<file path="src/utb_pkg.sv">
package utb_pkg;

  localparam int DATA_W     = 8;
  localparam int DELAY_W    = 16;
  localparam int GUARD_W    = 8;
  localparam int FIFO_DEPTH = 16;

  // start + 8 data + stop, no parity in this block
  localparam logic [3:0] CHAR_BITS = 4'ha;
  localparam logic [3:0] DATA_BITS = 4'h8;

  localparam logic [7:0] BRK_RECOVER_BITS = 8'h0c;

  localparam logic [3:0] OVS16_HALF = 4'h7;
  localparam logic [3:0] OVS16_FULL = 4'hf;
  localparam logic [3:0] OVS8_HALF  = 4'h3;
  localparam logic [3:0] OVS8_FULL  = 4'h7;

  // high samples that end a received break
  localparam logic [1:0] END_HI_16   = 2'h2;
  localparam logic [1:0] END_HI_8    = 2'h1;
  localparam logic [1:0] END_HI_SYNC = 2'h1;

  typedef enum logic [2:0]
  {
    BRK_IDLE    = 3'h0,
    BRK_PEND    = 3'h1,
    BRK_MIN     = 3'h3,
    BRK_HOLD    = 3'h2,
    BRK_RECOVER = 3'h6
  } utb_brk_e;

endpackage

</file>
<file path="src/utb_stream_if.sv">
`timescale 1ns/1ps
`default_nettype none
interface utb_stream_if #(parameter int W = 8) ();
  logic         valid;
  logic         ready;
  logic [W-1:0] data;
  modport src (output valid, output data, input ready);
  modport snk (input valid, input data, output ready);
endinterface
`default_nettype wire
</file>
<file path="src/utb_core.sv">
`timescale 1ns/1ps
`default_nettype none
// Contract
// - zero idle delay disables time-out; expiry flag stays low.
// - nonzero delay loads a sixteen-bit down-counter.
// - counter decrements each bit period, reloads on every received character.
// - counter reaching zero raises the idle-expired flag.
// - arm command freezes counting until the first character arrives.
// - reload command reloads and starts counting at once.
// - stop bit sampled low flags a framing error, unless all data bits are zero.
// - framing flag sets at mid stop bit, clears only on clear-status.
// - break holds the line low one full character, until removal.
// - begin-break during a character waits for that character to finish.
// - further begin-break commands are ignored until the break completes.
// - early end-break still gets the full minimum break.
// - break commands need holding-free; break start clears holding-free and idle.
// - end-break without an accepted begin-break is ignored.
// - holding-register write while break is pending is dropped.
// - after break, line high twelve bits or guard period if larger.
// - all-zero character with low stop sets break flag, not framing flag.
// - clear-status clears the receive break flag.
// - break end on short high level also sets break flag.
// - async sampling at sixteen or eight per bit, by mode bit.
module utb_core
(
  input  wire logic                          core_clk,
  input  wire logic                          resetn,
  input  wire logic                          bit_tick,
  input  wire logic                          sample_tick,
  input  wire logic                          sync_mode,
  input  wire logic                          over8_mode,
  input  wire logic                          rxd_pin,
  input  wire logic [utb_pkg::DELAY_W-1:0]   idle_delay_value,
  input  wire logic [utb_pkg::GUARD_W-1:0]   guard_period_count,
  input  wire logic                          arm_idle_wait_cmd,
  input  wire logic                          reload_idle_count_cmd,
  input  wire logic                          clear_status_cmd,
  input  wire logic                          begin_break_cmd,
  input  wire logic                          end_break_cmd,
  input  wire logic                          thr_write,
  input  wire logic [utb_pkg::DATA_W-1:0]    tx_holding_data,
  input  wire logic                          rx_ready,
  output logic                               txd,
  output logic                               tx_holding_free_flag,
  output logic                               tx_idle_flag,
  output logic                               idle_expired_flag,
  output logic                               frame_error_flag,
  output logic                               rx_break_flag,
  output logic                               overrun_flag,
  output logic                               rx_valid,
  output logic [utb_pkg::DATA_W-1:0]         rx_data
);

  // ---- receive pin, two flops before any use
  logic rx_meta;
  logic rx_sync;

  always_ff @(posedge core_clk)
  begin
    if (!resetn)
    begin
      rx_meta <= 1'b1;
      rx_sync <= 1'b1;
    end
    else
    begin
      rx_meta <= rxd_pin;
      rx_sync <= rx_meta;
    end
  end

  // ---- receiver sample timing
  logic                        rx_busy;
  logic                        rx_in_brk;
  logic [3:0]                  rx_phase;
  logic [3:0]                  rx_bitn;
  logic [utb_pkg::DATA_W-1:0]  rx_shift;
  logic [1:0]                  rx_hi;
  logic                        rx_push;
  logic                        rx_got;
  logic [utb_pkg::DATA_W-1:0]  rx_word;

  // declared ahead of the wires that read the buffer's ready
  utb_stream_if #(.W(utb_pkg::DATA_W)) rx_in_if ();
  utb_stream_if #(.W(utb_pkg::DATA_W)) rx_out_if ();

  // sync mode samples once per bit clock, so half and full collapse to zero
  wire logic       smp  = sync_mode ? bit_tick : sample_tick;
  wire logic [3:0] ovs_half = over8_mode ? utb_pkg::OVS8_HALF : utb_pkg::OVS16_HALF;
  wire logic [3:0] ovs_full = over8_mode ? utb_pkg::OVS8_FULL : utb_pkg::OVS16_FULL;
  wire logic [3:0] half = sync_mode ? 4'h0 : ovs_half;
  wire logic [3:0] full = sync_mode ? 4'h0 : ovs_full;
  wire logic [1:0] ovs_end  = over8_mode ? utb_pkg::END_HI_8 : utb_pkg::END_HI_16;
  wire logic [1:0] end_need = sync_mode ? utb_pkg::END_HI_SYNC : ovs_end;

  wire logic hunting   = !rx_busy && !rx_in_brk;
  wire logic start_hit = smp && hunting && !rx_sync && rx_phase == half;
  wire logic at_point  = smp && rx_busy && rx_phase == full;
  wire logic stop_eval = at_point && rx_bitn == utb_pkg::DATA_BITS;
  wire logic brk_seen  = stop_eval && !rx_sync && rx_shift == '0;
  wire logic frame_bad = stop_eval && !rx_sync && rx_shift != '0;
  wire logic char_ok   = stop_eval && !brk_seen;
  wire logic brk_end   = smp && rx_in_brk && rx_sync && rx_hi + 2'h1 == end_need;
  wire logic rx_space  = rx_in_if.ready;

  always_ff @(posedge core_clk)
  begin
    if (!resetn)
    begin
      rx_busy  <= 1'b0;
      rx_phase <= 4'h0;
      rx_bitn  <= 4'h0;
      rx_shift <= '0;
    end
    else if (start_hit)
    begin
      rx_busy  <= 1'b1;
      rx_phase <= 4'h0;
      rx_bitn  <= 4'h0;
    end
    else if (at_point)
    begin
      // hunting restarts right after the stop sample, unless that sample saw a break
      rx_phase <= 4'h0;
      rx_busy  <= !stop_eval;
      rx_bitn  <= rx_bitn + 4'h1;
      if (!stop_eval)
        rx_shift <= {rx_sync, rx_shift[utb_pkg::DATA_W-1:1]};
    end
    else if (smp && rx_busy)
      rx_phase <= rx_phase + 4'h1;
    else if (smp && hunting)
      rx_phase <= rx_sync ? 4'h0 : rx_phase + 4'h1;
    else if (rx_in_brk)
      rx_phase <= 4'h0;
  end

  // ---- break end tracking, a low sample restarts the high count
  always_ff @(posedge core_clk)
  begin
    if (!resetn)
    begin
      rx_in_brk <= 1'b0;
      rx_hi     <= 2'h0;
    end
    else if (brk_seen)
    begin
      rx_in_brk <= 1'b1;
      rx_hi     <= 2'h0;
    end
    else if (brk_end)
      rx_in_brk <= 1'b0;
    else if (smp && rx_in_brk)
      rx_hi <= rx_sync ? rx_hi + 2'h1 : 2'h0;
  end

  // ---- status flags: a set in the clear cycle wins
  always_ff @(posedge core_clk)
  begin
    if (!resetn)
    begin
      frame_error_flag <= 1'b0;
      rx_break_flag    <= 1'b0;
      overrun_flag     <= 1'b0;
      rx_push          <= 1'b0;
      rx_got           <= 1'b0;
      rx_word          <= '0;
    end
    else
    begin
      frame_error_flag <= frame_bad || (frame_error_flag && !clear_status_cmd);
      rx_break_flag <= brk_seen || brk_end || (rx_break_flag && !clear_status_cmd);
      // a full fifo drops the character rather than stalling the line
      overrun_flag <= (char_ok && !rx_space) || (overrun_flag && !clear_status_cmd);
      rx_push <= char_ok && rx_space;
      rx_got  <= char_ok;
      if (char_ok)
        rx_word <= rx_shift;
    end
  end

  // ---- receive buffer
  assign rx_in_if.valid  = rx_push;
  assign rx_in_if.data   = rx_word;
  assign rx_out_if.ready = rx_ready;
  assign rx_valid        = rx_out_if.valid;
  assign rx_data         = rx_out_if.data;

  utb_fifo #(.W(utb_pkg::DATA_W), .DEPTH(utb_pkg::FIFO_DEPTH)) u_rx_fifo
  (
    .core_clk (core_clk),
    .resetn   (resetn),
    .wr       (rx_in_if),
    .rd       (rx_out_if)
  );

  // idle time-out, decremented by the receive bit clock
  utb_idle_timer #(.W(utb_pkg::DELAY_W)) u_idle
  (
    .core_clk              (core_clk),
    .resetn                (resetn),
    .bit_tick              (bit_tick),
    .char_rx               (rx_got),
    .arm_idle_wait_cmd     (arm_idle_wait_cmd),
    .reload_idle_count_cmd (reload_idle_count_cmd),
    .idle_delay_value      (idle_delay_value),
    .idle_expired_flag     (idle_expired_flag)
  );

  // ---- transmitter and break sequencing
  utb_pkg::utb_brk_e           brk_state;
  utb_pkg::utb_brk_e           next_brk;
  logic [utb_pkg::DATA_W-1:0]  tx_hold;
  logic [9:0]                  tx_shift;
  logic [3:0]                  tx_left;
  logic [7:0]                  brk_cnt;
  logic                        end_req;

  wire logic brk_idle = brk_state == utb_pkg::BRK_IDLE;
  wire logic brk_pend = brk_state == utb_pkg::BRK_PEND;
  wire logic brk_low  = brk_state == utb_pkg::BRK_MIN || brk_state == utb_pkg::BRK_HOLD;
  wire logic begin_ok = begin_break_cmd && tx_holding_free_flag && brk_idle;
  wire logic end_ok   = end_break_cmd && tx_holding_free_flag && brk_low && !end_req;
  wire logic thr_ok   = thr_write && tx_holding_free_flag && !brk_pend && !begin_ok;
  wire logic load     = !tx_holding_free_flag && brk_idle && tx_left == 4'h0;
  wire logic brk_go   = brk_pend && bit_tick && tx_left == 4'h0;
  wire logic cnt_done = bit_tick && brk_cnt == 8'h00;
  wire logic [7:0] rec_len = guard_period_count > utb_pkg::BRK_RECOVER_BITS ?
                             guard_period_count : utb_pkg::BRK_RECOVER_BITS;
  wire logic next_low = next_brk == utb_pkg::BRK_MIN || next_brk == utb_pkg::BRK_HOLD;
  wire logic txd_next = next_low ? 1'b0 : (tx_left != 4'h0 ? tx_shift[0] : 1'b1);
  wire logic to_rec = next_brk == utb_pkg::BRK_RECOVER && brk_state != utb_pkg::BRK_RECOVER;

  always_comb
  begin
    next_brk = brk_state;
    unique case (brk_state)
      utb_pkg::BRK_IDLE:
        if (begin_ok)
          next_brk = utb_pkg::BRK_PEND;
      utb_pkg::BRK_PEND:
        if (brk_go)
          next_brk = utb_pkg::BRK_MIN;
      utb_pkg::BRK_MIN:
        // the minimum character runs out before any end request counts
        if (cnt_done)
          next_brk = end_req ? utb_pkg::BRK_RECOVER : utb_pkg::BRK_HOLD;
      utb_pkg::BRK_HOLD:
        if (bit_tick && end_req)
          next_brk = utb_pkg::BRK_RECOVER;
      utb_pkg::BRK_RECOVER:
        if (cnt_done)
          next_brk = utb_pkg::BRK_IDLE;
      default:
        next_brk = utb_pkg::BRK_IDLE;
    endcase
  end

  always_ff @(posedge core_clk)
  begin
    if (!resetn)
    begin
      brk_state <= utb_pkg::BRK_IDLE;
      end_req   <= 1'b0;
      brk_cnt   <= 8'h00;
    end
    else
    begin
      brk_state <= next_brk;
      if (end_ok)
        end_req <= 1'b1;
      else if (brk_idle)
        end_req <= 1'b0;
      if (brk_go)
        brk_cnt <= {4'h0, utb_pkg::CHAR_BITS - 4'h1};
      else if (to_rec)
        brk_cnt <= rec_len - 8'h01;
      else if (bit_tick && brk_cnt != 8'h00)
        brk_cnt <= brk_cnt - 8'h01;
    end
  end

  always_ff @(posedge core_clk)
  begin
    if (!resetn)
    begin
      txd      <= 1'b1;
      tx_hold  <= '0;
      tx_shift <= 10'h3ff;
      tx_left  <= 4'h0;
      tx_holding_free_flag <= 1'b1;
      tx_idle_flag         <= 1'b1;
    end
    else
    begin
      if (bit_tick)
        txd <= txd_next;
      if (thr_ok)
        tx_hold <= tx_holding_data;
      // a break is treated as a character entering and leaving the holding stage
      if (begin_ok || thr_ok)
        tx_holding_free_flag <= 1'b0;
      else if (brk_go || load)
        tx_holding_free_flag <= 1'b1;
      tx_idle_flag <= !begin_ok && !thr_ok && tx_holding_free_flag &&
                      tx_left == 4'h0 && brk_idle;
      if (load)
      begin
        tx_shift <= {1'b1, tx_hold, 1'b0};
        tx_left  <= utb_pkg::CHAR_BITS;
      end
      else if (bit_tick && tx_left != 4'h0)
      begin
        tx_shift <= {1'b1, tx_shift[9:1]};
        tx_left  <= tx_left - 4'h1;
      end
    end
  end
endmodule
`default_nettype wire

</file>
<file path="src/utb_fifo.sv">
`timescale 1ns/1ps
`default_nettype none
module utb_fifo #(
  parameter int W     = 8,
  parameter int DEPTH = 16
)
(
  input wire logic   core_clk,
  input wire logic   resetn,
  utb_stream_if.snk  wr,
  utb_stream_if.src  rd
);
  localparam int AW = $clog2(DEPTH);

  generate
    if (DEPTH < 2 || (1 << AW) != DEPTH)
    begin : g_bad_depth
      $error("fifo depth must be a power of two, at least 2");
    end
  endgenerate

  logic [W-1:0] mem [DEPTH];
  logic [AW:0]  wp;
  logic [AW:0]  rp;

  wire logic full = (wp[AW] != rp[AW]) && (wp[AW-1:0] == rp[AW-1:0]);
  wire logic push = wr.valid && !full;
  wire logic pop  = rd.valid && rd.ready;

  assign wr.ready = !full;
  assign rd.valid = wp != rp;
  assign rd.data  = mem[rp[AW-1:0]];

  always_ff @(posedge core_clk)
  begin
    if (!resetn)
    begin
      wp <= '0;
      rp <= '0;
    end
    else
    begin
      if (push)
        wp <= wp + 1'b1;
      if (pop)
        rp <= rp + 1'b1;
    end
  end

  // storage carries no reset, only the pointers matter
  always_ff @(posedge core_clk)
  begin
    if (push)
      mem[wp[AW-1:0]] <= wr.data;
  end

endmodule
`default_nettype wire

</file>
<file path="src/utb_idle_timer.sv">
`timescale 1ns/1ps
`default_nettype none
module utb_idle_timer #(parameter int W = utb_pkg::DELAY_W)
(
  input  wire logic         core_clk,
  input  wire logic         resetn,
  input  wire logic         bit_tick,
  input  wire logic         char_rx,
  input  wire logic         arm_idle_wait_cmd,
  input  wire logic         reload_idle_count_cmd,
  input  wire logic [W-1:0] idle_delay_value,
  output logic              idle_expired_flag
);
  generate
    if (W < 2)
    begin : g_bad_w
      $error("delay width too small");
    end
  endgenerate

  logic [W-1:0] count;
  logic         run;

  wire logic off = idle_delay_value == '0;
  wire logic hit = bit_tick && run && count == W'(1);

  always_ff @(posedge core_clk)
  begin
    if (!resetn)
    begin
      count <= '0;
      run   <= 1'b0;
      idle_expired_flag <= 1'b0;
    end
    else
    begin
      // a zero delay turns the whole feature off
      idle_expired_flag <= !off && (hit ||
        (idle_expired_flag && !arm_idle_wait_cmd && !reload_idle_count_cmd));
      if (off)
        run <= 1'b0;
      else if (reload_idle_count_cmd)
      begin
        count <= idle_delay_value;
        run   <= 1'b1;
      end
      else if (arm_idle_wait_cmd)
      begin
        count <= idle_delay_value; // frozen until a character arrives
        run   <= 1'b0;
      end
      else if (char_rx)
      begin
        count <= idle_delay_value;
        run   <= 1'b1;
      end
      else if (bit_tick && run)
      begin
        count <= count - 1'b1;
        run   <= !hit;
      end
    end
  end
endmodule
`default_nettype wire

</file>
<file path="config.mk">
export PLATFORM = sky130hd
export DESIGN_NAME = utb_core
export DESIGN_NICKNAME = d
export VERILOG_FILES = /design/src/utb_pkg.sv /design/src/utb_stream_if.sv /design/src/utb_core.sv /design/src/utb_fifo.sv /design/src/utb_idle_timer.sv
export SDC_FILE = /design/constraint.sdc
export NUM_CORES = 1
export LEC_CHECK = 0
export ABC_AREA = 1
export BUFFER_PORTS_ARGS = -buffer_cell sky130_fd_sc_hd__clkbuf_2
export CORE_MARGIN = 8
export CORE_UTILIZATION = 40
export CTS_CLUSTER_SIZE = 40
export DETAILED_ROUTE_END_ITERATION = 10
export GPL_TIMING_DRIVEN = 1
export PLACE_DENSITY_LB_ADDON = 0.3
export SYNTH_ARGS = -nofsm -noshare
export SYNTH_HDL_FRONTEND = slang
export SYNTH_SLANG_ARGS = --single-unit
</file>
<file path="constraint.sdc">
create_clock -name core_clk -period 5.3 [get_ports core_clk]
set_input_delay 0.53 -clock core_clk [delete_from_list [all_inputs] [get_ports core_clk]]
set_output_delay 0.53 -clock core_clk [all_outputs]
set_load 0.01 [all_outputs]
</file>
==> results.yml <==
sta:
  finClkSkew_ps: 6.36
  fin_crit_sh: 0.606
  clock.fmax_mhz: 311
  worstMarginPinSlew_ps: 1160
  min_period_ps: 3210
  grt_setup_unrepaired: "no"
  relSlewSlack: 0.223
  setup-violations-final: 0
  slew_violations: 0
  finalHoldViolations: 0
  fin_setup_tns_ps: 0
yosys:
  yosysWarnings: 0
  ys_types: 49
  synth.net_count: 1165
  synth-seq-cells: 231
  syn_inst: 1106
  synth-main-ff-cell: "edfxtp_1"
  synth-async-reset-ratio: 0
  synth_edf_count: 128
  synth_area_um2: 10400
  ys_seq_area_frac: 0.570
  synth.avg_cell_area_um2: 9.37
placed_design:
  port_buffers: 61
  place_congestion: 0.841
  hpwlAfterDp_um: 15500
  dp.cells: 1463
cts:
  ctsHoldBuffers: 0
  post_cts_resized: 0
  ctsRootBufferMaster: "clkbuf_16"
  postCtsSetupBuffers: 0
  cts_tree: "done"
  insertion_delay_ps: 520
  h-tree-depth: 1
  numCtsBuffers: 25
  clkTransAtPathRegs_ps: 60
  clock_path_buffers: 3
  cts.sinks: 231
finish:
  n_antenna_cell: 0
  layout-drive-gt1-share: 0.113
  layout.cells.non_filler: 1506
  synthToLayoutAreaGrowth_pct: 13.1
  nFillCells: 2465
  mostFrequentLayoutCells: "146 x nand2_1, 129 x nor2_1, 128 x edfxtp_1"
  layout.nets: 1214
  final_common_cell: "nand2_1"
power:
  powerDensity_nw_per_um2: 395
  ir_drop_v: 0.000317
  p_int_mw: 3.31
  combPwrFrac: 0.182
  leakage_nw: 4.75
  swShare: 0.286
  p_seq_frac: 0.453
  power.switching_mw: 1.32
  p_clk_frac: 0.365
die:
  ios: 62
  start_util: 0.402
  die_h_um: 177
  rows: 59
  dieArea_um2: 31300
  dieWidth_um: 177
  coreArea_um2: 25800
drt:
  post-route-drc-count: 0
  viasPerCell: 5.08
  drt-wirelength-per-cell_um: 15.3
  drtIter0Drc: 612
  vias: 7654
  ant_nets: 0
  totalWireLength_um: 23100
  dr.pass1.iters: 5
critical_path:
  crit_path_max_incr_delay_ps: 990
  path_class: "reg -> out"
  end_kind: "primary output"
  required_ps: 4770
  path_max_fanout: 22
  path_cells: "inv_1, o211ai_1, nand3_1, nand2_1, clkbuf_2"
  crit_buf_inv: 2
  arrival_ps: 2680
  reg2reg_slack_ps: 2970
  cpMaxStageDelayCell: "dfxtp_1"
  cp-start-kind: "register"
  cp_top_family: "flip-flops"
grt:
  grt_overflow_total: 0
  grt_max_degree: 97
  met3_usage: 0.0228
  grt-busiest-layer: "met2"
  antenna_found_initial: 0
  first_global_vias: 7293
  grt_pass1_wl_um: 37300
  use_met1: 0.198
  track_usage: 0.145
  use_met2: 0.239
status:
  status: "completed"
flow_run:
  maxCapViolCount: 0
worst_hold_path:
  hp-class: "in -> reg"
==> Yosys cell counts, drive strengths merged (2+ instances only) <==
| cell type | count | share of area |
|---|---|---|
| a211oi | 3 | 0.0022 |
| nor4 | 6 | 0.0036 |
| nand3b | 4 | 0.0029 |
| nor2 | 138 | 0.053 |
| o21ai | 107 | 0.052 |
| xnor2 | 7 | 0.0059 |
| o221ai | 5 | 0.0042 |
| a21oi | 89 | 0.044 |
| nor3b | 3 | 0.0022 |
| nand4 | 11 | 0.0066 |
| or2 | 6 | 0.0036 |
| o211ai | 38 | 0.028 |
| inv | 132 | 0.048 |
| nand3 | 57 | 0.030 |
| dfxtp | 103 | 0.20 |
| o31ai | 4 | 0.0029 |
| ha | 13 | 0.016 |
| buf | 16 | 0.0088 |
| o22ai | 2 | 0.0012 |
| clkbuf | 25 | 0.0091 |
| xor2 | 4 | 0.0034 |
| edfxtp | 128 | 0.37 |
| nand2 | 153 | 0.059 |
| nor3 | 9 | 0.0048 |
| mux2i | 33 | 0.032 |
| a31oi | 4 | 0.0024 |
==> routing by layer <==
metal | share of wire | vias up | wire length [um]
met5 | 0 | - | 0
met4 | 0.015 | 0 | 345
met3 | 0.049 | 27 | 1130
met2 | 0.47 | 162 | 10800
met1 | 0.47 | 3567 | 10800
li1 | - | 3898 | -
==> cell families after synthesis <==
family / count (synthesis) / share of synthesized area
and+or+nand+nor: 388 / 0.166
AOI/OAI and AO/OA: 256 / 0.140
DFF: 231 / 0.570
buffers and inverters: 173 / 0.0659
muxes: 34 / 0.0330
adders and majority gates: 13 / 0.0157
xor gates and xnor gates: 11 / 0.00929
==> worst paths after layout <==
path | from | end | depth (start not counted)
hold reg to reg | rx_meta$_SDFF_PN1_ | rx_sync$_SDFF_PN1_ | 1
setup reg to reg | brk_cnt[4]$_SDFFE_PP0P_ | brk_cnt[0]$_SDFFE_PN0P_ | 8
setup / recovery | register | rx_data[1] | 5
hold / removal | rxd_pin | rx_meta$_SDFF_PN1_ | 2
==> cell type report <==
cell class	instances	area, um^2	share of cell area
clock buffers	34	699	0.0597
clock inverters	9	103	0.00875
flip-flops and latches	231	5910	0.504
well taps	335	419	0.0357
multi-input cells	702	3780	0.322
repair buffers	63	320	0.0273
inverters	132	498	0.0425
==> flip-flops by register name, indices dropped and copies added, names as in the netlist, 2 cells and up, named ones only <==
name           count
u_rx_fifo.mem    128
rx_shift           8
u_rx_fifo.wp       5
rx_in_if.data      8
u_rx_fifo.rp       5
rx_bitn            4
rx_hi              2
tx_hold            8
rx_phase           4
u_idle.count      16
tx_shift           9
tx_left            4
brk_state          3
brk_cnt            8
==> power by group through the flow <==
stage          Clock [mW]  Sequential [mW]  Combinational, mW
6_report             1.69             2.10              0.845
3_5_place_dp            0             2.13              0.844
2_1_floorplan           0             2.08              0.689
3_3_place_gp            0             2.13              0.839
5_1_grt              1.80             2.11              0.981
4_1_cts              1.73             2.10              0.848
==> worst register-to-register path, cell delays in order (launching register included) <==
cell and delay [ps]:
dfxtp_1 330, nor2_1 120, nand2_1 90, o21ai_2 460
nand2_4 240, o21ai_1 570, o21ai_0 180, a21oi_1 150
nor2_1 50
==> through the flow <==
step	instance area (um^2)	power, mW	hold WS, ps	worst slack (ps)	utilization
floorplan	10400	2.77	393	3380	-
global placement	10900	2.97	395	2660	0.424
detailed placement	10900	2.98	405	2630	0.424
CTS	11700	4.68	195	2060	0.455
global route	11700	4.89	204	1930	0.455
finish	11700	4.63	210	2090	0.455
(Power assumes the default switching activity.)
